==> src/design/urff_pkg.sv <==
// Shared constants, register map and types of the UART receive FIFO block.
package urff_pkg;

  // Character format and FIFO geometry.
  localparam int DATA_W        = 8;
  localparam int FIFO_DEPTH    = 16;
  localparam int FIFO_HALF     = 8;
  localparam int TICKS_PER_BIT = 16;

  // Oversample and bit counter landmarks: middle of the start bit, end of a bit, last data bit.
  localparam logic [3:0] TICK_MID  = 4'h7;
  localparam logic [3:0] TICK_LAST = 4'hF;
  localparam logic [2:0] BIT_LAST  = 3'h7;

  // APB register byte addresses.
  localparam int         ADDR_W      = 8;
  localparam logic [7:0] ADDR_CTRL   = 8'h00;
  localparam logic [7:0] ADDR_STATUS = 8'h04;
  localparam logic [7:0] ADDR_RXDATA = 8'h08;
  localparam logic [7:0] ADDR_ACK    = 8'h0C;
  localparam logic [7:0] ADDR_INTSTS = 8'h10;
  localparam logic [7:0] ADDR_INTMSK = 8'h14;

  // Field positions.
  localparam int CTRL_CLEAR_BIT = 0;
  localparam int ACK_BIT        = 0;
  localparam int EVENT_W        = 5;
  localparam int FLAG_W         = 3;

  // Reset values.
  localparam logic             CTRL_RESET   = 1'b0;
  localparam logic [EVENT_W-1:0] INTMSK_RESET = 5'h00;

  // FIFO status flags, also the low bits of the status register.
  typedef struct packed {
    logic full;
    logic half;
    logic nonempty;
  } urff_flags_t;

  // Interrupt events, also the layout of status and mask registers.
  typedef struct packed {
    logic frameErr;
    logic overflow;
    logic fullRise;
    logic halfRise;
    logic charRecv;
  } urff_events_t;

  // Receiver states.
  typedef enum logic [1:0] {
    RX_IDLE,
    RX_START,
    RX_DATA,
    RX_STOP
  } urff_rx_state_t;

endpackage

==> src/design/urff_char_mem.sv <==
// Small character store of the receive FIFO with registered read data.
`timescale 1ns/1ps
module urff_char_mem #(
  parameter int DATA_W = 8,
  parameter int ADDR_W = 4
) (
  input  wire logic              clk,
  input  wire logic              wrEn,
  input  wire logic [ADDR_W-1:0] wrAddr,
  input  wire logic [DATA_W-1:0] wrData,
  input  wire logic [ADDR_W-1:0] rdAddr,
  output logic      [DATA_W-1:0] rdData
);

  logic [DATA_W-1:0] mem [2**ADDR_W];

  // A write to the slot being read is passed straight through, so the
  // first character into an empty FIFO is presented without a lag.
  always_ff @(posedge clk) begin
    if (wrEn) begin
      mem[wrAddr] <= wrData;
    end
    rdData <= (wrEn && wrAddr == rdAddr) ? wrData : mem[rdAddr];
  end

endmodule

==> src/design/urff_receiver.sv <==
// UART receiver with a sixteen-character FIFO, flags and APB registers.
`timescale 1ns/1ps
// What this block does
// - The FIFO holds at most sixteen received characters.
// - Full flag rises as soon as the sixteenth unread character arrives.
// - Clear high at a rising edge resets the FIFO on that edge.
// - Clear discards all characters and drops every FIFO flag.
// - Character in flight is stored if valid, clear low at stop and a slot free.
// - Half flag is high exactly while eight or more characters wait.
// - Frame is eight data bits, one stop bit, no parity.
// - Nonempty is high while a character waits; oldest is presented.
module urff_receiver (
  input  wire logic                      clk,
  input  wire logic                      srst,
  input  wire logic                      oversampleTick,
  input  wire logic                      rxLine,
  input  wire logic                      psel,
  input  wire logic                      penable,
  input  wire logic                      pwrite,
  input  wire logic [urff_pkg::ADDR_W-1:0] paddr,
  input  wire logic [31:0]               pwdata,
  output logic      [31:0]               prdata,
  output logic                           pready,
  output logic                           pslverr,
  output logic                           irq,
  output urff_pkg::urff_flags_t          fifoFlags
);

  localparam int PTR_W = $clog2(urff_pkg::FIFO_DEPTH);
  localparam logic [PTR_W:0] CNT_FULL = (PTR_W+1)'(urff_pkg::FIFO_DEPTH);
  localparam logic [PTR_W:0] CNT_HALF = (PTR_W+1)'(urff_pkg::FIFO_HALF);

  //////////////////////////////////////////////////////////////////////////
  // Line synchroniser and receive state machine.

  logic                         lineSync1;
  logic                         lineSync2;
  logic                         lineSync3;
  logic                         lineLevel;
  urff_pkg::urff_rx_state_t     state;
  urff_pkg::urff_rx_state_t     next_state;
  logic [3:0]                   tickCnt;
  logic [3:0]                   next_tickCnt;
  logic [2:0]                   bitCnt;
  logic [2:0]                   next_bitCnt;
  logic [urff_pkg::DATA_W-1:0]  shiftReg;
  logic [urff_pkg::DATA_W-1:0]  next_shiftReg;
  logic                         stopEnd;
  logic                         storeChar;
  logic                         frameErr;

  // Three stages; the settled level only moves when stages two and three
  // agree, which also filters single-sample glitches on the line.
  always_ff @(posedge clk) begin
    if (srst) begin
      lineSync1 <= 1'b1;
      lineSync2 <= 1'b1;
      lineSync3 <= 1'b1;
      lineLevel <= 1'b1;
    end else begin
      lineSync1 <= rxLine;
      lineSync2 <= lineSync1;
      lineSync3 <= lineSync2;
      if (lineSync2 == lineSync3) begin
        lineLevel <= lineSync3;
      end
    end
  end

  // End of the stop bit decides between a good character and a bad frame.
  assign stopEnd   = (state == urff_pkg::RX_STOP) && oversampleTick &&
                     (tickCnt == urff_pkg::TICK_LAST);
  assign storeChar = stopEnd && lineLevel;
  assign frameErr  = stopEnd && !lineLevel;

  // Everything advances only on oversample ticks, sixteen to a bit.
  always_comb begin
    next_state    = state;
    next_tickCnt  = tickCnt;
    next_bitCnt   = bitCnt;
    next_shiftReg = shiftReg;
    if (oversampleTick) begin
      next_tickCnt = tickCnt + 4'h1;
      case (state)
        urff_pkg::RX_IDLE: begin
          next_tickCnt = '0;
          if (!lineLevel) begin
            next_state = urff_pkg::RX_START;
          end
        end
        urff_pkg::RX_START: begin
          // Realign to mid start bit so later samples land mid bit.
          if (tickCnt == urff_pkg::TICK_MID) begin
            next_tickCnt = '0;
            next_bitCnt  = '0;
            next_state   = lineLevel ? urff_pkg::RX_IDLE : urff_pkg::RX_DATA;
          end
        end
        urff_pkg::RX_DATA: begin
          if (tickCnt == urff_pkg::TICK_LAST) begin
            next_shiftReg = {lineLevel, shiftReg[urff_pkg::DATA_W-1:1]};
            next_bitCnt   = bitCnt + 3'h1;
            if (bitCnt == urff_pkg::BIT_LAST) begin
              next_state = urff_pkg::RX_STOP;
            end
          end
        end
        urff_pkg::RX_STOP: begin
          if (tickCnt == urff_pkg::TICK_LAST) begin
            next_state = urff_pkg::RX_IDLE;
          end
        end
        default: begin
          next_state = urff_pkg::RX_IDLE;
        end
      endcase
    end
  end

  // The receiver is deliberately left running through a FIFO clear.
  always_ff @(posedge clk) begin
    if (srst) begin
      state    <= urff_pkg::RX_IDLE;
      tickCnt  <= '0;
      bitCnt   <= '0;
      shiftReg <= '0;
    end else begin
      state    <= next_state;
      tickCnt  <= next_tickCnt;
      bitCnt   <= next_bitCnt;
      shiftReg <= next_shiftReg;
    end
  end

  //////////////////////////////////////////////////////////////////////////
  // Receive FIFO and its flags.

  logic                         fifoClear;
  logic                         readAck;
  logic [PTR_W-1:0]             wrPtr;
  logic [PTR_W-1:0]             rdPtr;
  logic [PTR_W-1:0]             next_rdPtr;
  logic [PTR_W:0]               count;
  logic [PTR_W:0]               next_count;
  logic                         doPop;
  logic                         hasRoom;
  logic                         doPush;
  logic                         overflow;
  logic [urff_pkg::DATA_W-1:0]  rxChar;
  urff_pkg::urff_flags_t        next_flags;

  // A pop frees a slot in the same cycle, so a full FIFO still takes a
  // character that lands on the acknowledge edge.
  assign doPop    = readAck && (count != '0) && !fifoClear;
  assign hasRoom  = (count != CNT_FULL) || doPop;
  assign doPush   = storeChar && !fifoClear && hasRoom;
  assign overflow = storeChar && !fifoClear && !hasRoom;
  assign next_rdPtr = fifoClear ? '0 : rdPtr + PTR_W'(doPop);
  assign next_count = fifoClear ? '0 :
                      count + (PTR_W+1)'(doPush) - (PTR_W+1)'(doPop);
  assign next_flags.nonempty = (next_count != '0);
  assign next_flags.half     = (next_count >= CNT_HALF);
  assign next_flags.full     = (next_count == CNT_FULL);

  always_ff @(posedge clk) begin
    if (srst) begin
      wrPtr     <= '0;
      rdPtr     <= '0;
      count     <= '0;
      fifoFlags <= '0;
    end else begin
      wrPtr     <= fifoClear ? '0 : wrPtr + PTR_W'(doPush);
      rdPtr     <= next_rdPtr;
      count     <= next_count;
      fifoFlags <= next_flags;
    end
  end

  // Read data always shows the slot the next read pointer names.
  urff_char_mem #(
    .DATA_W (urff_pkg::DATA_W),
    .ADDR_W (PTR_W)
  ) charMem (
    .clk    (clk),
    .wrEn   (doPush),
    .wrAddr (wrPtr),
    .wrData (shiftReg),
    .rdAddr (next_rdPtr),
    .rdData (rxChar)
  );

  //////////////////////////////////////////////////////////////////////////
  // APB slave, control, interrupt status and mask.

  logic                         busWrite;
  logic                         busRead;
  logic                         addrKnown;
  logic [31:0]                  readMux;
  logic [urff_pkg::EVENT_W-1:0] intStatus;
  logic [urff_pkg::EVENT_W-1:0] next_intStatus;
  logic [urff_pkg::EVENT_W-1:0] intMask;
  logic [urff_pkg::EVENT_W-1:0] next_intMask;
  logic [urff_pkg::EVENT_W-1:0] w1cBits;
  urff_pkg::urff_events_t       events;

  // pready is registered, so every access takes exactly one wait state.
  assign busWrite  = psel && penable && pready && pwrite;
  assign busRead   = psel && penable && !pready && !pwrite;
  assign addrKnown = (paddr == urff_pkg::ADDR_CTRL)   ||
                     (paddr == urff_pkg::ADDR_STATUS) ||
                     (paddr == urff_pkg::ADDR_RXDATA) ||
                     (paddr == urff_pkg::ADDR_ACK)    ||
                     (paddr == urff_pkg::ADDR_INTSTS) ||
                     (paddr == urff_pkg::ADDR_INTMSK);
  assign readAck   = busWrite && (paddr == urff_pkg::ADDR_ACK) &&
                     pwdata[urff_pkg::ACK_BIT];
  assign readMux   =
    (paddr == urff_pkg::ADDR_CTRL)   ? 32'(fifoClear) :
    (paddr == urff_pkg::ADDR_STATUS) ? 32'(fifoFlags) :
    (paddr == urff_pkg::ADDR_RXDATA) ? 32'(rxChar) :
    (paddr == urff_pkg::ADDR_INTSTS) ? 32'(intStatus) :
    (paddr == urff_pkg::ADDR_INTMSK) ? 32'(intMask) : 32'h0000_0000;

  // Events; a new event wins over a write-one-to-clear of the same bit.
  assign events.charRecv = doPush;
  assign events.halfRise = next_flags.half && !fifoFlags.half;
  assign events.fullRise = next_flags.full && !fifoFlags.full;
  assign events.overflow = overflow;
  assign events.frameErr = frameErr;
  assign w1cBits = (busWrite && paddr == urff_pkg::ADDR_INTSTS) ?
                   pwdata[urff_pkg::EVENT_W-1:0] : '0;
  assign next_intStatus = (intStatus & ~w1cBits) | events;

  // The interrupt is built from the mask written on the same edge, so a
  // mask change never leaves one stale cycle on the interrupt line.
  assign next_intMask = (busWrite && paddr == urff_pkg::ADDR_INTMSK) ?
                        pwdata[urff_pkg::EVENT_W-1:0] : intMask;

  always_ff @(posedge clk) begin
    if (srst) begin
      pready    <= 1'b0;
      pslverr   <= 1'b0;
      prdata    <= '0;
      fifoClear <= urff_pkg::CTRL_RESET;
      intStatus <= '0;
      intMask   <= urff_pkg::INTMSK_RESET;
      irq       <= 1'b0;
    end else begin
      pready    <= psel && penable && !pready;
      pslverr   <= psel && penable && !pready && !addrKnown;
      prdata    <= busRead ? readMux : 32'h0000_0000;
      if (busWrite && paddr == urff_pkg::ADDR_CTRL) begin
        fifoClear <= pwdata[urff_pkg::CTRL_CLEAR_BIT];
      end
      intMask   <= next_intMask;
      intStatus <= next_intStatus;
      irq       <= |(next_intStatus & next_intMask);
    end
  end

  //////////////////////////////////////////////////////////////////////////
  // Checks on the block's own behaviour.

  count_bound_a: assert property (
    @(posedge clk) disable iff (srst) count <= CNT_FULL)
    else $error("FIFO count above depth");

  push_grows_a: assert property (
    @(posedge clk) disable iff (srst)
    (doPush && !doPop) |=> (count == $past(count) + 1'b1))
    else $error("stored character did not raise count");

  full_flag_a: assert property (
    @(posedge clk) disable iff (srst)
    fifoFlags.full == (count == CNT_FULL))
    else $error("full flag disagrees with count");

  clear_empties_a: assert property (
    @(posedge clk) disable iff (srst)
    fifoClear |=> (count == '0) && (fifoFlags == '0) && (wrPtr == rdPtr))
    else $error("clear did not empty FIFO on its edge");

  clear_blocks_a: assert property (
    @(posedge clk) disable iff (srst)
    (storeChar && fifoClear) |=> (count == '0))
    else $error("character stored while clear high");

  half_flag_a: assert property (
    @(posedge clk) disable iff (srst)
    fifoFlags.half == (count >= CNT_HALF))
    else $error("half flag disagrees with count");

  nonempty_flag_a: assert property (
    @(posedge clk) disable iff (srst)
    fifoFlags.nonempty == (count != '0))
    else $error("nonempty flag disagrees with count");

  tick_gated_a: assert property (
    @(posedge clk) disable iff (srst)
    (state != $past(state)) |-> $past(oversampleTick))
    else $error("receiver moved without a tick");

  stop_high_a: assert property (
    @(posedge clk) disable iff (srst)
    doPush |-> (state == urff_pkg::RX_STOP) && lineLevel &&
               (bitCnt == '0))
    else $error("character stored without a valid stop bit");

  irq_level_a: assert property (
    @(posedge clk) disable iff (srst)
    (|(intStatus & intMask)) |-> irq)
    else $error("unmasked status set but interrupt low");

endmodule

==> config.mk <==
export PLATFORM = sky130hd
export DESIGN_NAME = urff_receiver
export DESIGN_NICKNAME = d
export VERILOG_FILES = /design/src/design/urff_pkg.sv /design/src/design/urff_char_mem.sv /design/src/design/urff_receiver.sv
export SDC_FILE = /design/constraint.sdc
export NUM_CORES = 1
export LEC_CHECK = 0
export BUFFER_PORTS_ARGS = -buffer_cell sky130_fd_sc_hd__buf_2
export CORE_ASPECT_RATIO = 2
export CORE_UTILIZATION = 40
export DETAILED_ROUTE_END_ITERATION = 6
export GPL_TIMING_DRIVEN = 0
export PLACE_DENSITY_LB_ADDON = 0.15
export SYNTH_ARGS = -nofsm -noshare
export SYNTH_HDL_FRONTEND = slang
export SYNTH_HIERARCHICAL = 1
export SYNTH_SLANG_ARGS = --single-unit
==> constraint.sdc <==
create_clock -name clk -period 4.23 [get_ports clk]
set_input_delay 0.846 -clock clk [delete_from_list [all_inputs] [get_ports clk]]
set_output_delay 0.846 -clock clk [all_outputs]
set_load 0.01 [all_outputs]
# Word level (Yosys, flattened, before mapping)
# Memories as Yosys holds them, arrays and structs flattened. A register that Yosys moved wholly into a read port is not among the register bits.
# Cells that the tools add are included.
# totals
reg_bits	83
mem_bits_rw	128
inputBits	47
out_inout_bits	38
n_memories	1
# op_classes
addsub	6
magnitude_cmp	1
n_eq_ne	19
muxes	23
n_bitwise	5
reduce_logical	50
# memory_table
name	words	width	rd	rd_clocked_by_memory_dff	write_ports	line_no	source
charMem.mem	16	8	1	1	1	urff_char_mem.sv:15	logic [DATA_W-1:0] mem [2**ADDR_W];
# ops
op	count
$mux 5	5
$logic_and 1x1->1	22
$eq 8x4->1 const B	2
$eq 8x5->1 const B	2
$mux 2	6
$and 5x5->5	2
$reduce_bool 5->1	2
$mux 3	3
$add 4x1->4	2
$eq 8x3->1 const B	1
$logic_not 1->1	8
$logic_not 8->1	1
$mux 4	2
$mux 8	1
$ne 2x2->1 const B	4
$pmux 2 s4	1
$pmux 4 s2	1
$logic_or 1x1->1	6
$pmux 3 s2	1
$reduce_and 6->1	1
$reduce_or 6->1	1
$add 5x1->5	1
$eq 5x5->1 const B	1
$ge 5x4->1 const B	1
other kinds (23)	27

# Longest topological paths before layout
# Gate-level depths: netlist of run 1.
# depth
depth_word	17
mapped_depth	17
mapped_depth_nobuf	16

# Cells and area by module
# The synthesis of run 1 kept the hierarchy.
# by_module_without_submodules
module	instances	cells_each	area_each_um2	seq_area_each_um2
urff_char_mem	1	225	5067.4	3923.8
urff_receiver	1	319	2941.6	1181.1

# Worst setup path before layout of run 1
# Ideal clock, no wire load.
# synth_timing
path_type	in2reg
from	input psel
to	register irq
setup_ps	130
arrival_ps	3693
required_time_ps	4100
slack_ps	407
cell_stages	17
path_buffers	1
cell_sequence	and4_1 clkbuf_1 and4b_1 nand3_1 nand3_1 nand2_1 ha_1 inv_1 ha_1 inv_1 fa_1 nand2b_1 a21oi_1 xor2_1 o311ai_0 a22oi_1 o211ai_1
# synth_via
elab_chain_cells	17
# synth_rtl
item	line_no	source
start: declaration	urff_receiver.sv:17	input wire logic psel,
$logic_and 1x1->1 (*) (3 in series)	urff_receiver.sv:207	assign busWrite = psel && penable && pready && pwrite;
$logic_and 1x1->1 (2 in series)	urff_receiver.sv:215	assign readAck = busWrite && (paddr == urff_pkg::ADDR_ACK) &&
$logic_and 1x1->1 (2 in series)	urff_receiver.sv:154	assign doPop = readAck && (count != '0) && !fifoClear;
$logic_or 1x1->1	urff_receiver.sv:155	assign hasRoom = (count != CNT_FULL) || doPop;
$logic_and 1x1->1	urff_receiver.sv:156	assign doPush = storeChar && !fifoClear && hasRoom;
$add 5x1->5	urff_receiver.sv:160	count + (PTR_W+1)'(doPush) - (PTR_W+1)'(doPop);
$sub 5x1->5	urff_receiver.sv:160	
$mux 5	urff_receiver.sv:159	assign next_count = fifoClear ? '0 :
$ge 5x4->1 or $eq 5x5->1 (tied branches)	urff_receiver.sv:162, urff_receiver.sv:163	
$logic_and 1x1->1 (on tied branches)	urff_receiver.sv:226, urff_receiver.sv:227	
$or 5x5->5	urff_receiver.sv:232	assign next_intStatus = (intStatus & ~w1cBits) | events;
$and 5x5->5 (*)	urff_receiver.sv:257	irq <= |(next_intStatus & next_intMask);
$reduce_or 5->1 (*)	urff_receiver.sv:257	
end signal: assignment	urff_receiver.sv:257	
end: declaration	urff_receiver.sv:25	output logic irq,
# Every way passes the cells marked *; elsewhere a longest branch is shown, timed or not.
# A chain may end at the register's enable or synchronous reset.

# Final worst setup path of run 1
# layout_timing
from	input paddr[5] (netlist bit)
to	register irq
# layout_via
elab_chain_cells	15
# layout_rtl
item	line_no	source
start: declaration	urff_receiver.sv:20	input wire logic [urff_pkg::ADDR_W-1:0] paddr,
$eq 8x4->1	urff_receiver.sv:215	
$logic_and 1x1->1 (2 in series)	urff_receiver.sv:215	
$logic_and 1x1->1 (2 in series)	urff_receiver.sv:154	
$logic_or 1x1->1	urff_receiver.sv:155	
$logic_and 1x1->1	urff_receiver.sv:156	
$add 5x1->5	urff_receiver.sv:160	
$sub 5x1->5	urff_receiver.sv:160	
$mux 5	urff_receiver.sv:159	
$ge 5x4->1 or $eq 5x5->1 (tied branches)	urff_receiver.sv:162, urff_receiver.sv:163	
$logic_and 1x1->1 (on tied branches)	urff_receiver.sv:226, urff_receiver.sv:227	
$or 5x5->5	urff_receiver.sv:232	
$and 5x5->5 (*)	urff_receiver.sv:257	
$reduce_or 5->1 (*)	urff_receiver.sv:257	
# Marked as above.

==> Implementation_results.wiki, run 1 <==
{| class="wikitable"
! Metric !! Value
|-
| Result of the run || finished clean
|-
| Max_slew headroom || 14.1%
|-
| Worst VDD drop || 0.247 mV
|-
| Period utilization || 94.0%
|-
| Actual slew at the worst max-slew pin || 1280 ps
|-
| Post-layout minimum cycle time || 3980 ps
|-
| Cell-by-cell listing of the critical path || buf_2 > nor4_4 > and2_1 > nand3_1 > nand3_1 > nand2_1 > ha_1 > inv_1 > ha_1 > inv_1 > fa_1 > nand2b_1 > a21oi_2 > xor2_2 > o311ai_2 > a22oi_1 > o211ai_1
|-
| Type of destination of the critical path || flop
|-
| Drt via density || 5.07
|-
| Number of register bits inferred by synthesis || 191
|-
| Yosys cell types || 53
|-
| Register share of total power || 53.5%
|-
| Gate power share || 1.9%
|-
| Antenna violations before repair || 0
|-
| Initial Utilization || 41.2%
|-
| Bufs on Longest Clock Path || 2
|-
| Switching component of the power || 0.000755 W
|-
| Number of diodes || 0
|-
| Sum of net half-perimeters after detailed placement || 13.3 mm
|-
| Max-cap viol count || 0
|-
| Maximum clock skew at final layout || 11.0 ps
|-
| Count of flip-flops with a built-in enable after synthesis || 128
|-
| Total negative slack for setup checks || 0 ps
|-
| Gr ovfl total || 0
|-
| Final Hold Fails || 0
|-
| Switching part of the total || 20.5%
|-
| ANT nets after route || 0
|-
| Global-route usage over all layers || 18.6%
|-
| Type of origin of the critical path || input pin
|-
| Largest net degree at the start of global routing || 19
|-
| Fin nets || 678
|-
| Fraction of the yosys area taken by sequential cells || 63.7%
|-
| Crit path DAT || 4280 ps
|-
| Skew-Pair Late Insertion Delay || 430 ps
|-
| Vias post-DR || 4503
|-
| Pint || 0.00293 W
|-
| Total power per unit cell area || 398 nW/µm²
|-
| Delay contributed by the slowest stage of the critical path || 420 ps
|-
| Final setup viols || 0
|-
| Hold Crit Class || flop to flop
|-
| Cell area after technology mapping || 8010 µm²
|-
| Post-Syn Area per Cell || 14.7 µm²
|-
| RSZ-0062 raised after global routing || no
|-
| Root Buffer Master || sky130_fd_sc_hd__clkbuf_16
|-
| Chip height || 202 µm
|-
| Average detailed-routed wire length per instance || 19.9 µm
|-
| Worst setup path startpoint || paddr[5]
|-
| Slowest cell on crit path || sky130_fd_sc_hd__nor4_4
|-
| Hold_sp || lineSync1
|-
| Port Buffers || 31
|-
| Top Family by Delay on Critical Path || simple AND/OR/NAND/NOR gates
|-
| H-tree level count || 4
|-
| Residual DRC count || 0
|-
| Top-level port count || 85
|-
| Number of buffers inserted for hold repair after clock tree synthesis || 0
|-
| Fraction of power consumed by the clock network || 44.5%
|-
| Worst Path Required || 4540 ps
|-
| Site row count || 72
|-
| Initial detailed-routing violation count || 206
|-
| Commonest non-fill, non-tap cells in the layout || sky130_fd_sc_hd__edfxtp_1, sky130_fd_sc_hd__dfxtp_1, sky130_fd_sc_hd__nor2_1
|-
| R2R Path Start || tickCnt[0]
|-
| Die W || 102 µm
|-
| Placeable core region || 19500 µm²
|-
| Number of optimization iterations in the first detailed-route pass || 4
|-
| Global placement routability congestion || 0.851
|-
| Wire length of the first global-routing pass || 27.1 mm
|-
| Setup fix buffers added after clock tree synthesis || 0
|-
| Syn Inst Count || 544
|-
| Share of final-layout standard cells stronger than drive strength 1 || 22.1%
|-
| Static leakage || 3.69 nW
|-
| Predominant post-synthesis flop cell || sky130_fd_sc_hd__edfxtp_1
|-
| Num Clock Sinks || 191
|-
| Layout overhead on the synthesized area || 15.4%
|-
| Leading cell type in the layout, fill and taps excluded || sky130_fd_sc_hd__edfxtp_1
|-
| Vias in the first global route || 4673
|-
| Detailed-route wire length || 17.7 mm
|-
| Num CTS Buffers || 17
|-
| Critical Path Fanout Max || 5
|-
| Util after Layout || 47.5%
|-
| Achievable frequency || 252 MHz
|-
| CTS tree || done
|-
| Clock transition at path regs || 70 ps
|-
| Die area || 20600 µm²
|-
| Kind of critical path || input pin to flop
|-
| Yosys warning count || 6
|-
| Post-cts repair resize count || 2
|-
| Pins over their slew limit || 0
|-
| Worst path bufs/invs || 3
|-
| Post-synth ARST share || 0%
|}
==> registers in the layout, summed over array words and instances, names as in the netlist, 3 cells and up, named ones only <==
| register | flops |
|---|---|
| count | 5 |
| tickCnt | 4 |
| bitCnt | 3 |
| intStatus | 5 |
| shiftReg | 8 |
| wrPtr | 4 |
| fifoFlags | 3 |
| rdPtr | 4 |
| intMask | 5 |
| prdata | 8 |
| charMem/mem | 128 |
==> final timing paths <==
check | endpoint | slack, ps | depth (start not counted)
max | irq | 250 | 17
min | lineSync2 | 420 | 1
max reg2reg | irq | 440 | 15
min reg2reg | lineSync2 | 420 | 1
==> through the flow <==
step	hold WS (ps)	setup WS, ps	area, µm²	power (W)	cells
after floorplan	389	407	8100	0.00206	567
after global placement	403	-815	8570	0.00208	857
after detailed placement	399	-837	8580	0.00208	858
after CTS	420	21.2	9210	0.00371	890
after global routing	428	11.4	9240	0.00378	889
final	417	255	9240	0.00368	889
==> cell families (layout without fill, tap and decap cells) <==
group | Yosys count | after routing | share of synthesized area (%)
DFF | 191 | 191 | 63.7
and+or+nand+nor | 154 | 154 | 10.4
AOI/OAI and AO/OA | 59 | 59 | 5.17
buffers and inverters | 59 | 122 | 4.66
muxes | 55 | 55 | 12.5
adders and majority gates | 14 | 14 | 2.28
xor gates and xnor gates | 11 | 11 | 1.20
other | 1 | 24 | 0.0468
==> area by class of cell <==
class | count | area [µm²]
fillers | 1777 | 10200
clock buffers | 21 | 503
well taps | 259 | 324
inverters | 12 | 45.0
repair buffers | 32 | 163
flip-flops and latches | 191 | 5100
clock inverters | 11 | 114
plain buffers | 46 | 324
multi-input cells | 317 | 2660
==> power groups by stage <==
stage / Combinational [W] / Clock [W] / Sequential [W]
floorplan: 0.0000447 / 0 / 0.00201
global placement: 0.0000698 / 0 / 0.00201
detailed placement: 0.0000706 / 0 / 0.00201
CTS: 0.0000708 / 0.00167 / 0.00197
global route: 0.0000787 / 0.00173 / 0.00197
finish: 0.0000712 / 0.00164 / 0.00197
==> cells in the mapped netlist (13+ instances only) <==
cell                       number  area share, %
sky130_fd_sc_hd__buf_4         25            2.3
sky130_fd_sc_hd__nand2_1       21           0.98
sky130_fd_sc_hd__mux4_2        18            5.1
sky130_fd_sc_hd__nor3_1        14           0.87
sky130_fd_sc_hd__edfxtp_1     128             48
sky130_fd_sc_hd__a22oi_1       19            1.8
sky130_fd_sc_hd__mux2i_1       23            2.9
sky130_fd_sc_hd__ha_1          13            2.0
sky130_fd_sc_hd__nor2_1        53            2.5
sky130_fd_sc_hd__dfxtp_1       63             16
sky130_fd_sc_hd__and2_1        13            1.0
sky130_fd_sc_hd__a21oi_1       16            1.0
sky130_fd_sc_hd__mux4_1        14            4.6
==> metal layers <==
layer	global-route usage, %	part of all wire [%]	up-vias	wire [µm]
met3	3.32	2.7	29	479
met1	17.8	33	2211	5870
met4	8.72	3.7	0	649
met2	36.5	60	103	10700
met5	0	0	-	0
li1	-	-	2160	-
No activity file was read; power rests on OpenSTA's default activity.
==> run 2: changes to the inputs <==
- CORE_UTILIZATION: 40 -> 25
- SKIP_CTS_REPAIR_TIMING: default -> 1
==> Implementation_results.wiki, run 2 (synthesized netlist as in run 1, its figures left out) <==
{| class="wikitable"
! Metric !! Value
|-
| Final Hold Fails || 0 (unchanged)
|-
| Top-level port count || 85 (unchanged)
|-
| H-tree level count || 4 (unchanged)
|-
| Initial detailed-routing violation count || 217 (was 206)
|-
| Sum of net half-perimeters after detailed placement || 14.4 mm (was 13.3 mm)
|-
| Average detailed-routed wire length per instance || 18.1 µm (was 19.9 µm)
|-
| Util after Layout || 30.0% (was 47.5%)
|-
| Global placement routability congestion || 0.780 (was 0.851)
|-
| Commonest non-fill, non-tap cells in the layout || sky130_fd_sc_hd__edfxtp_1, sky130_fd_sc_hd__dfxtp_1, sky130_fd_sc_hd__nor2_1 (unchanged)
|-
| Result of the run || finished clean (unchanged)
|-
| Actual slew at the worst max-slew pin || 897 ps (was 1280 ps)
|-
| Leading registers by flop count || charMem/mem: 128 flops, prdata: 8 flops, shiftReg: 8 flops (unchanged)
|-
| Detailed-route wire length || 19.1 mm (was 17.7 mm)
|-
| Num Clock Sinks || 191 (unchanged)
|-
| Static leakage || 3.71 nW (was 3.69 nW)
|-
| Cell-by-cell listing of the critical path || buf_2 > nor4_4 > and2_4 > nand3_1 > nand3_1 > nand2_1 > ha_1 > inv_1 > ha_1 > inv_1 > fa_1 > nand2b_1 > a21oi_4 > xor2_2 > o311ai_1 > a22oi_1 > o211ai_1 (was buf_2 > nor4_4 > and2_1 > nand3_1 > nand3_1 > nand2_1 > ha_1 > inv_1 > ha_1 > inv_1 > fa_1 > nand2b_1 > a21oi_2 > xor2_2 > o311ai_2 > a22oi_1 > o211ai_1)
|-
| Pins over their slew limit || 0 (unchanged)
|-
| Delay contributed by the slowest stage of the critical path || 400 ps (was 420 ps)
|-
| Vias post-DR || 4516 (was 4503)
|-
| Register containing the most flip-flops in the final layout || charMem/mem (unchanged)
|-
| Root Buffer Master || sky130_fd_sc_hd__clkbuf_16 (unchanged)
|-
| Site row count || 92 (was 72)
|-
| Post-layout minimum cycle time || 4020 ps (was 3980 ps)
|-
| Critical Path Fanout Max || 4 (was 5)
|-
| Crit path DAT || 4300 ps (was 4280 ps)
|-
| Global-route usage over all layers || 12.4% (was 18.6%)
|-
| Hold Crit Class || flop to flop (unchanged)
|-
| Placeable core region || 31500 µm² (was 19500 µm²)
|-
| Worst Path Required || 4520 ps (was 4540 ps)
|-
| CTS tree || done (unchanged)
|-
| Drt via density || 4.28 (was 5.07)
|-
| Kind of critical path || input pin to flop (unchanged)
|-
| Layout filler cell count || 3242 (was 1777)
|-
| Final setup viols || 0 (unchanged)
|-
| Layout overhead on the synthesized area || 18.2% (was 15.4%)
|-
| Number of diodes || 0 (unchanged)
|-
| Largest net degree at the start of global routing || 19 (unchanged)
|-
| Type of origin of the critical path || input pin (unchanged)
|-
| Slowest cell on crit path || sky130_fd_sc_hd__nor4_4 (unchanged)
|-
| Die area || 32800 µm² (was 20600 µm²)
|-
| Period utilization || 95.0% (was 94.0%)
|-
| Maximum clock skew at final layout || 7.34 ps (was 11.0 ps)
|-
| Die W || 129 µm (was 102 µm)
|-
| Initial Utilization || 25.4% (was 41.2%)
|-
| Achievable frequency || 249 MHz (was 252 MHz)
|-
| Max_slew headroom || 40.0% (was 14.1%)
|-
| Total power per unit cell area || 392 nW/µm² (was 398 nW/µm²)
|-
| Clock transition at path regs || 70 ps (about the same)
|-
| Inst Count DP || 1021 (was 858)
|-
| Fin nets || 680 (was 678)
|-
| Bufs on Longest Clock Path || 2 (unchanged)
|-
| Num CTS Buffers || 17 (unchanged)
|-
| Non-filler cells in the finished layout || 1055 (was 889)
|-
| ANT nets after route || 0 (unchanged)
|-
| Skew-Pair Late Insertion Delay || 440 ps (was 430 ps)
|-
| Number of optimization iterations in the first detailed-route pass || 7 (was 4)
|-
| Leading cell type in the layout, fill and taps excluded || sky130_fd_sc_hd__edfxtp_1 (unchanged)
|-
| Vias in the first global route || 4727 (was 4673)
|-
| Type of destination of the critical path || flop (unchanged)
|-
| Share of final-layout standard cells stronger than drive strength 1 || 22.6% (was 22.1%)
|-
| Residual DRC count || 0 (unchanged)
|-
| Wire length of the first global-routing pass || 28.5 mm (was 27.1 mm)
|-
| Largest register FFs || 128 (unchanged)
|-
| Design area || 9460 µm² (was 9240 µm²)
|-
| Max-cap viol count || 0 (unchanged)
|-
| Port Buffers || 31 (unchanged)
|-
| Worst VDD drop || 0.212 mV (was 0.247 mV)
|-
| Antenna violations before repair || 0 (unchanged)
|-
| Gr ovfl total || 0 (unchanged)
|-
| Chip height || 255 µm (was 202 µm)
|-
| Placement Cell Area || 8800 µm² (was 8580 µm²)
|}
[run 2: cell types whose count changed in the layout (fill, tap and decap cells not counted), sizes merged]
| cell | delta |
|---|---|
| clkinv | +2 |
| bufinv | +2 |
| buf | +2 |
| clkbuf | -4 |
[run 2: report_power, final]
part	total (W)	switching, W	leakage, nW	internal (W)
sequential	0.00197	0.00000146	2.00	0.00197
combinational	0.0000701	0.0000403	1.41	0.0000298
clock	0.00167	0.000734	0.297	0.000941
total	0.00371	0.000776	3.71	0.00294
[run 2: path summary, 6_finish.rpt]
| check | start | end | slack, ps | depth (start not counted) |
|---|---|---|---|---|
| worst max-delay path | paddr[6] | irq | 210 | 17 |
| worst min-delay path | lineSync1 | lineSync2 | 410 | 1 |
| worst max register to register | tickCnt[0] | irq | 410 | 15 |
| worst min register to register | lineSync1 | lineSync2 | 410 | 1 |
[run 2: area by class of cell]
class / count / area (µm²) / area share (%)
buffer: 46 / 324 / 3.42
clock buffer: 17 / 425 / 4.49
clock inverter: 15 / 184 / 1.94
inverter: 12 / 45.0 / 0.476
multi-input combinational: 317 / 2670 / 28.3
sequential: 191 / 5100 / 53.9
tap: 423 / 529 / 5.59
timing repair buffer: 34 / 178 / 1.88
[run 2: layer usage]
| metal | vias up | GRT usage [%] | part of all wire [%] |
|---|---|---|---|
| met1 | 2244 | 11.0 | 34 |
| met3 | 21 | 2.61 | 2.5 |
| met4 | 0 | 5.51 | 2.5 |
| met5 | - | 0 | 0 |
| li1 | 2162 | - | - |
| met2 | 89 | 25.7 | 61 |
[run 2: through the flow]
step	setup TNS, ps	hold WS, ps	worst slack, ps	total power (W)
finish	0	408	211	0.00371
global route	-0.220	416	-0.220	0.00382
CTS	-334	411	-334	0.00376
detailed placement	-1550	393	-744	0.00208
global placement	-3110	396	-714	0.00208
floorplan	0	389	407	0.00206
[run 2: critical path: cells and delay by family]
family,cells,cell delay (ps)
xor gates and xnor gates,1,190
AOI/OAI and AO/OA,4,850
and+or+nand+nor,6,1280
adders and majority gates,3,870
buffers and inverters,3,260
==> run 3: changes to the inputs <==
- PLACE_DENSITY: default -> 0.52
- PLACE_DENSITY_LB_ADDON: 0.15 -> default
==> Implementation_results.wiki, run 3 (synthesized netlist as in run 1, its figures left out) <==
{| class="wikitable"
! Metric !! Value
|-
| Vias post-DR || 4501 (was 4516)
|-
| Worst Path Required || 4560 ps (was 4520 ps)
|-
| Wire length of the first global-routing pass || 28.2 mm (was 28.5 mm)
|-
| Hold Crit Class || flop to flop (unchanged)
|-
| Site row count || 92 (unchanged)
|-
| Antenna violations before repair || 0 (unchanged)
|-
| Util after Layout || 29.9% (was 30.0%)
|-
| Max_slew headroom || 16.4% (was 40.0%)
|-
| Global-route usage over all layers || 12.3% (was 12.4%)
|-
| Number of optimization iterations in the first detailed-route pass || 4 (was 7)
|-
| Average detailed-routed wire length per instance || 18.0 µm (was 18.1 µm)
|-
| Global placement routability congestion || 0.805 (was 0.780)
|-
| Gr ovfl total || 0 (unchanged)
|-
| Inst Count DP || 1023 (was 1021)
|-
| Worst VDD drop || 0.207 mV (was 0.212 mV)
|-
| Leading cell type in the layout, fill and taps excluded || sky130_fd_sc_hd__edfxtp_1 (unchanged)
|-
| Kind of critical path || input pin to flop (unchanged)
|-
| Switching part of the total || 20.0% (was 20.9%)
|-
| Pint || 0.00289 W (was 0.00294 W)
|-
| Layout filler cell count || 3189 (was 3242)
|-
| Initial Utilization || 25.4% (unchanged)
|-
| Maximum clock skew at final layout || 23.7 ps (was 7.34 ps)
|-
| Crit path DAT || 4390 ps (was 4300 ps)
|-
| Hold_sp || lineSync1 (unchanged)
|-
| Largest register FFs || 128 (unchanged)
|-
| Hold slack || 417 ps (was 408 ps)
|-
| Num Clock Sinks || 191 (unchanged)
|-
| Total negative slack for setup checks || 0 ps (unchanged)
|-
| Die W || 129 µm (unchanged)
|-
| Sum of net half-perimeters after detailed placement || 14.4 mm (about the same)
|-
| Register share of total power || 54.5% (was 53.0%)
|-
| Pins over their slew limit || 0 (unchanged)
|-
| H-tree level count || 4 (unchanged)
|-
| Switching component of the power || 0.000724 W (was 0.000776 W)
|-
| Design area || 9420 µm² (was 9460 µm²)
|-
| Port Buffers || 31 (unchanged)
|-
| Placeable core region || 31500 µm² (unchanged)
|-
| Commonest non-fill, non-tap cells in the layout || sky130_fd_sc_hd__edfxtp_1, sky130_fd_sc_hd__dfxtp_1, sky130_fd_sc_hd__nor2_1 (unchanged)
|-
| Chip height || 255 µm (unchanged)
|-
| RSZ-0062 raised after global routing || no
|-
| Actual slew at the worst max-slew pin || 1240 ps (was 897 ps)
|-
| Depth of the most critical reg-to-reg path || 16 (was 15)
|-
| Residual DRC count || 0 (unchanged)
|-
| Period utilization || 96.0% (was 95.0%)
|-
| Detailed-route wire length || 18.9 mm (was 19.1 mm)
|-
| Fin nets || 680 (unchanged)
|-
| Initial detailed-routing violation count || 249 (was 217)
|-
| Bufs on Longest Clock Path || 2 (unchanged)
|-
| Routing usage on met3 || 2.47% (was 2.61%)
|-
| Share of final-layout standard cells stronger than drive strength 1 || 21.7% (was 22.6%)
|-
| Layout overhead on the synthesized area || 17.7% (was 18.2%)
|-
| Leading registers by flop count || charMem/mem: 128 flops, prdata: 8 flops, shiftReg: 8 flops (unchanged)
|-
| Final setup viols || 0 (unchanged)
|-
| Cells on Worst Hold Path || 1 (unchanged)
|-
| Most utilized layer in the global route result || met2 (unchanged)
|-
| CTS tree || done (unchanged)
|-
| Critical Path Fanout Max || 8 (was 4)
|-
| Post-layout minimum cycle time || 4060 ps (was 4020 ps)
|-
| Worst Hold Endpoint || lineSync2 (unchanged)
|-
| Root Buffer Master || sky130_fd_sc_hd__clkbuf_16 (unchanged)
|-
| Met1 Track Usage GR || 9.63% (was 11.0%)
|-
| Total power per unit cell area || 384 nW/µm² (was 392 nW/µm²)
|-
| Type of destination of the critical path || flop (unchanged)
|-
| End of the worst register-to-register path || irq (unchanged)
|-
| Placement Cell Area || 8810 µm² (was 8800 µm²)
|-
| Worst setup slack for register-to-register paths || 310 ps (was 410 ps)
|-
| Final Hold Fails || 0 (unchanged)
|-
| Result of the run || finished clean (unchanged)
|-
| Register containing the most flip-flops in the final layout || charMem/mem (unchanged)
|-
| Num CTS Buffers || 17 (unchanged)
|-
| Fraction of power consumed by the clock network || 43.6% (was 45.1%)
|-
| Skew-Pair Late Insertion Delay || 450 ps (was 440 ps)
|-
| Type of origin of the critical path || input pin (unchanged)
|-
| Static leakage || 3.69 nW (was 3.71 nW)
|-
| Achievable frequency || 246 MHz (was 249 MHz)
|-
| Clock transition at path regs || 70 ps (about the same)
|-
| M2 GR Usage || 26.4% (was 25.7%)
|-
| Number of diodes || 0 (unchanged)
|-
| Non-filler cells in the finished layout || 1055 (unchanged)
|-
| Drt via density || 4.27 (was 4.28)
|-
| Die area || 32800 µm² (unchanged)
|-
| Max-cap viol count || 0 (unchanged)
|-
| Largest net degree at the start of global routing || 19 (unchanged)
|-
| Vias in the first global route || 4686 (was 4727)
|-
| Top-level port count || 85 (unchanged)
|-
| ANT nets after route || 0 (unchanged)
|-
| Gate power share || 1.9% (about the same)
|-
| R2R Path Start || pready (was tickCnt[0])
|}
run 3: changes by cell type in the layout (fill, tap and decap cells not counted), moves of 2 or more:
cell / change
sky130_fd_sc_hd__inv_6: -5
sky130_fd_sc_hd__clkbuf_8: +3
sky130_fd_sc_hd__clkinvlp_4: -2
sky130_fd_sc_hd__bufinv_16: -2
sky130_fd_sc_hd__clkinv_4: +3
sky130_fd_sc_hd__clkbuf_1: +3
run 3: stage by stage:
stage | total power (W) | setup WS [ps]
finish | 0.00362 | 169
global route | 0.00373 | 8.62
global placement | 0.00208 | -668
CTS | 0.00365 | -171
floorplan | 0.00206 | 407
detailed placement | 0.00208 | -613
run 3: worst max-delay path by stage:
stage / startpoint / to
global route: psel / irq
CTS: psel / irq
floorplan: psel / irq
detailed placement: psel / irq
global placement: psel / irq
finish: psel / irq
run 3: power groups by stage:
| stage | sequential, W | clock, W | combinational, W |
|---|---|---|---|
| 5_1_grt | 0.00197 | 0.00169 | 0.0000777 |
| 6_report | 0.00197 | 0.00158 | 0.0000704 |
| 4_1_cts | 0.00197 | 0.00161 | 0.0000700 |
| 3_3_place_gp | 0.00201 | 0 | 0.0000693 |
| 3_5_place_dp | 0.00201 | 0 | 0.0000700 |
| 2_1_floorplan | 0.00201 | 0 | 0.0000447 |
run 3: layer usage:
layer	part of all wire [%]	vias to the layer above	wire [µm]
li1	-	2157	-
met1	31	2225	5920
met2	63	94	11800
met3	2.2	25	424
met4	4.0	0	756
met5	0	-	0
run 3: critical path, stage by stage:
cell                       delay [ps]
sky130_fd_sc_hd__buf_2             90
sky130_fd_sc_hd__and4_2           370
sky130_fd_sc_hd__and4b_1          220
sky130_fd_sc_hd__nand3_1          200
sky130_fd_sc_hd__nand3_1          220
sky130_fd_sc_hd__nand2_1          160
sky130_fd_sc_hd__ha_1             330
sky130_fd_sc_hd__inv_1             50
sky130_fd_sc_hd__ha_1             170
sky130_fd_sc_hd__inv_1             60
sky130_fd_sc_hd__fa_1             400
sky130_fd_sc_hd__nand2b_1         160
sky130_fd_sc_hd__a21oi_1          300
sky130_fd_sc_hd__xor2_2           160
sky130_fd_sc_hd__o311ai_0         410
sky130_fd_sc_hd__a22oi_1          120
sky130_fd_sc_hd__o211ai_1         130
run 3: final cells by class:
cell class	instances	area, µm²	area share [%]
Timing Repair Buffer	34	181	1.93
Multi-Input combinational cell	317	2660	28.2
Tap cell	423	529	5.62
Inverter	12	45.0	0.478
Buffer	46	324	3.44
Clock inverter	8	78.8	0.837
Sequential cell	191	5100	54.2
Clock buffer	24	503	5.34
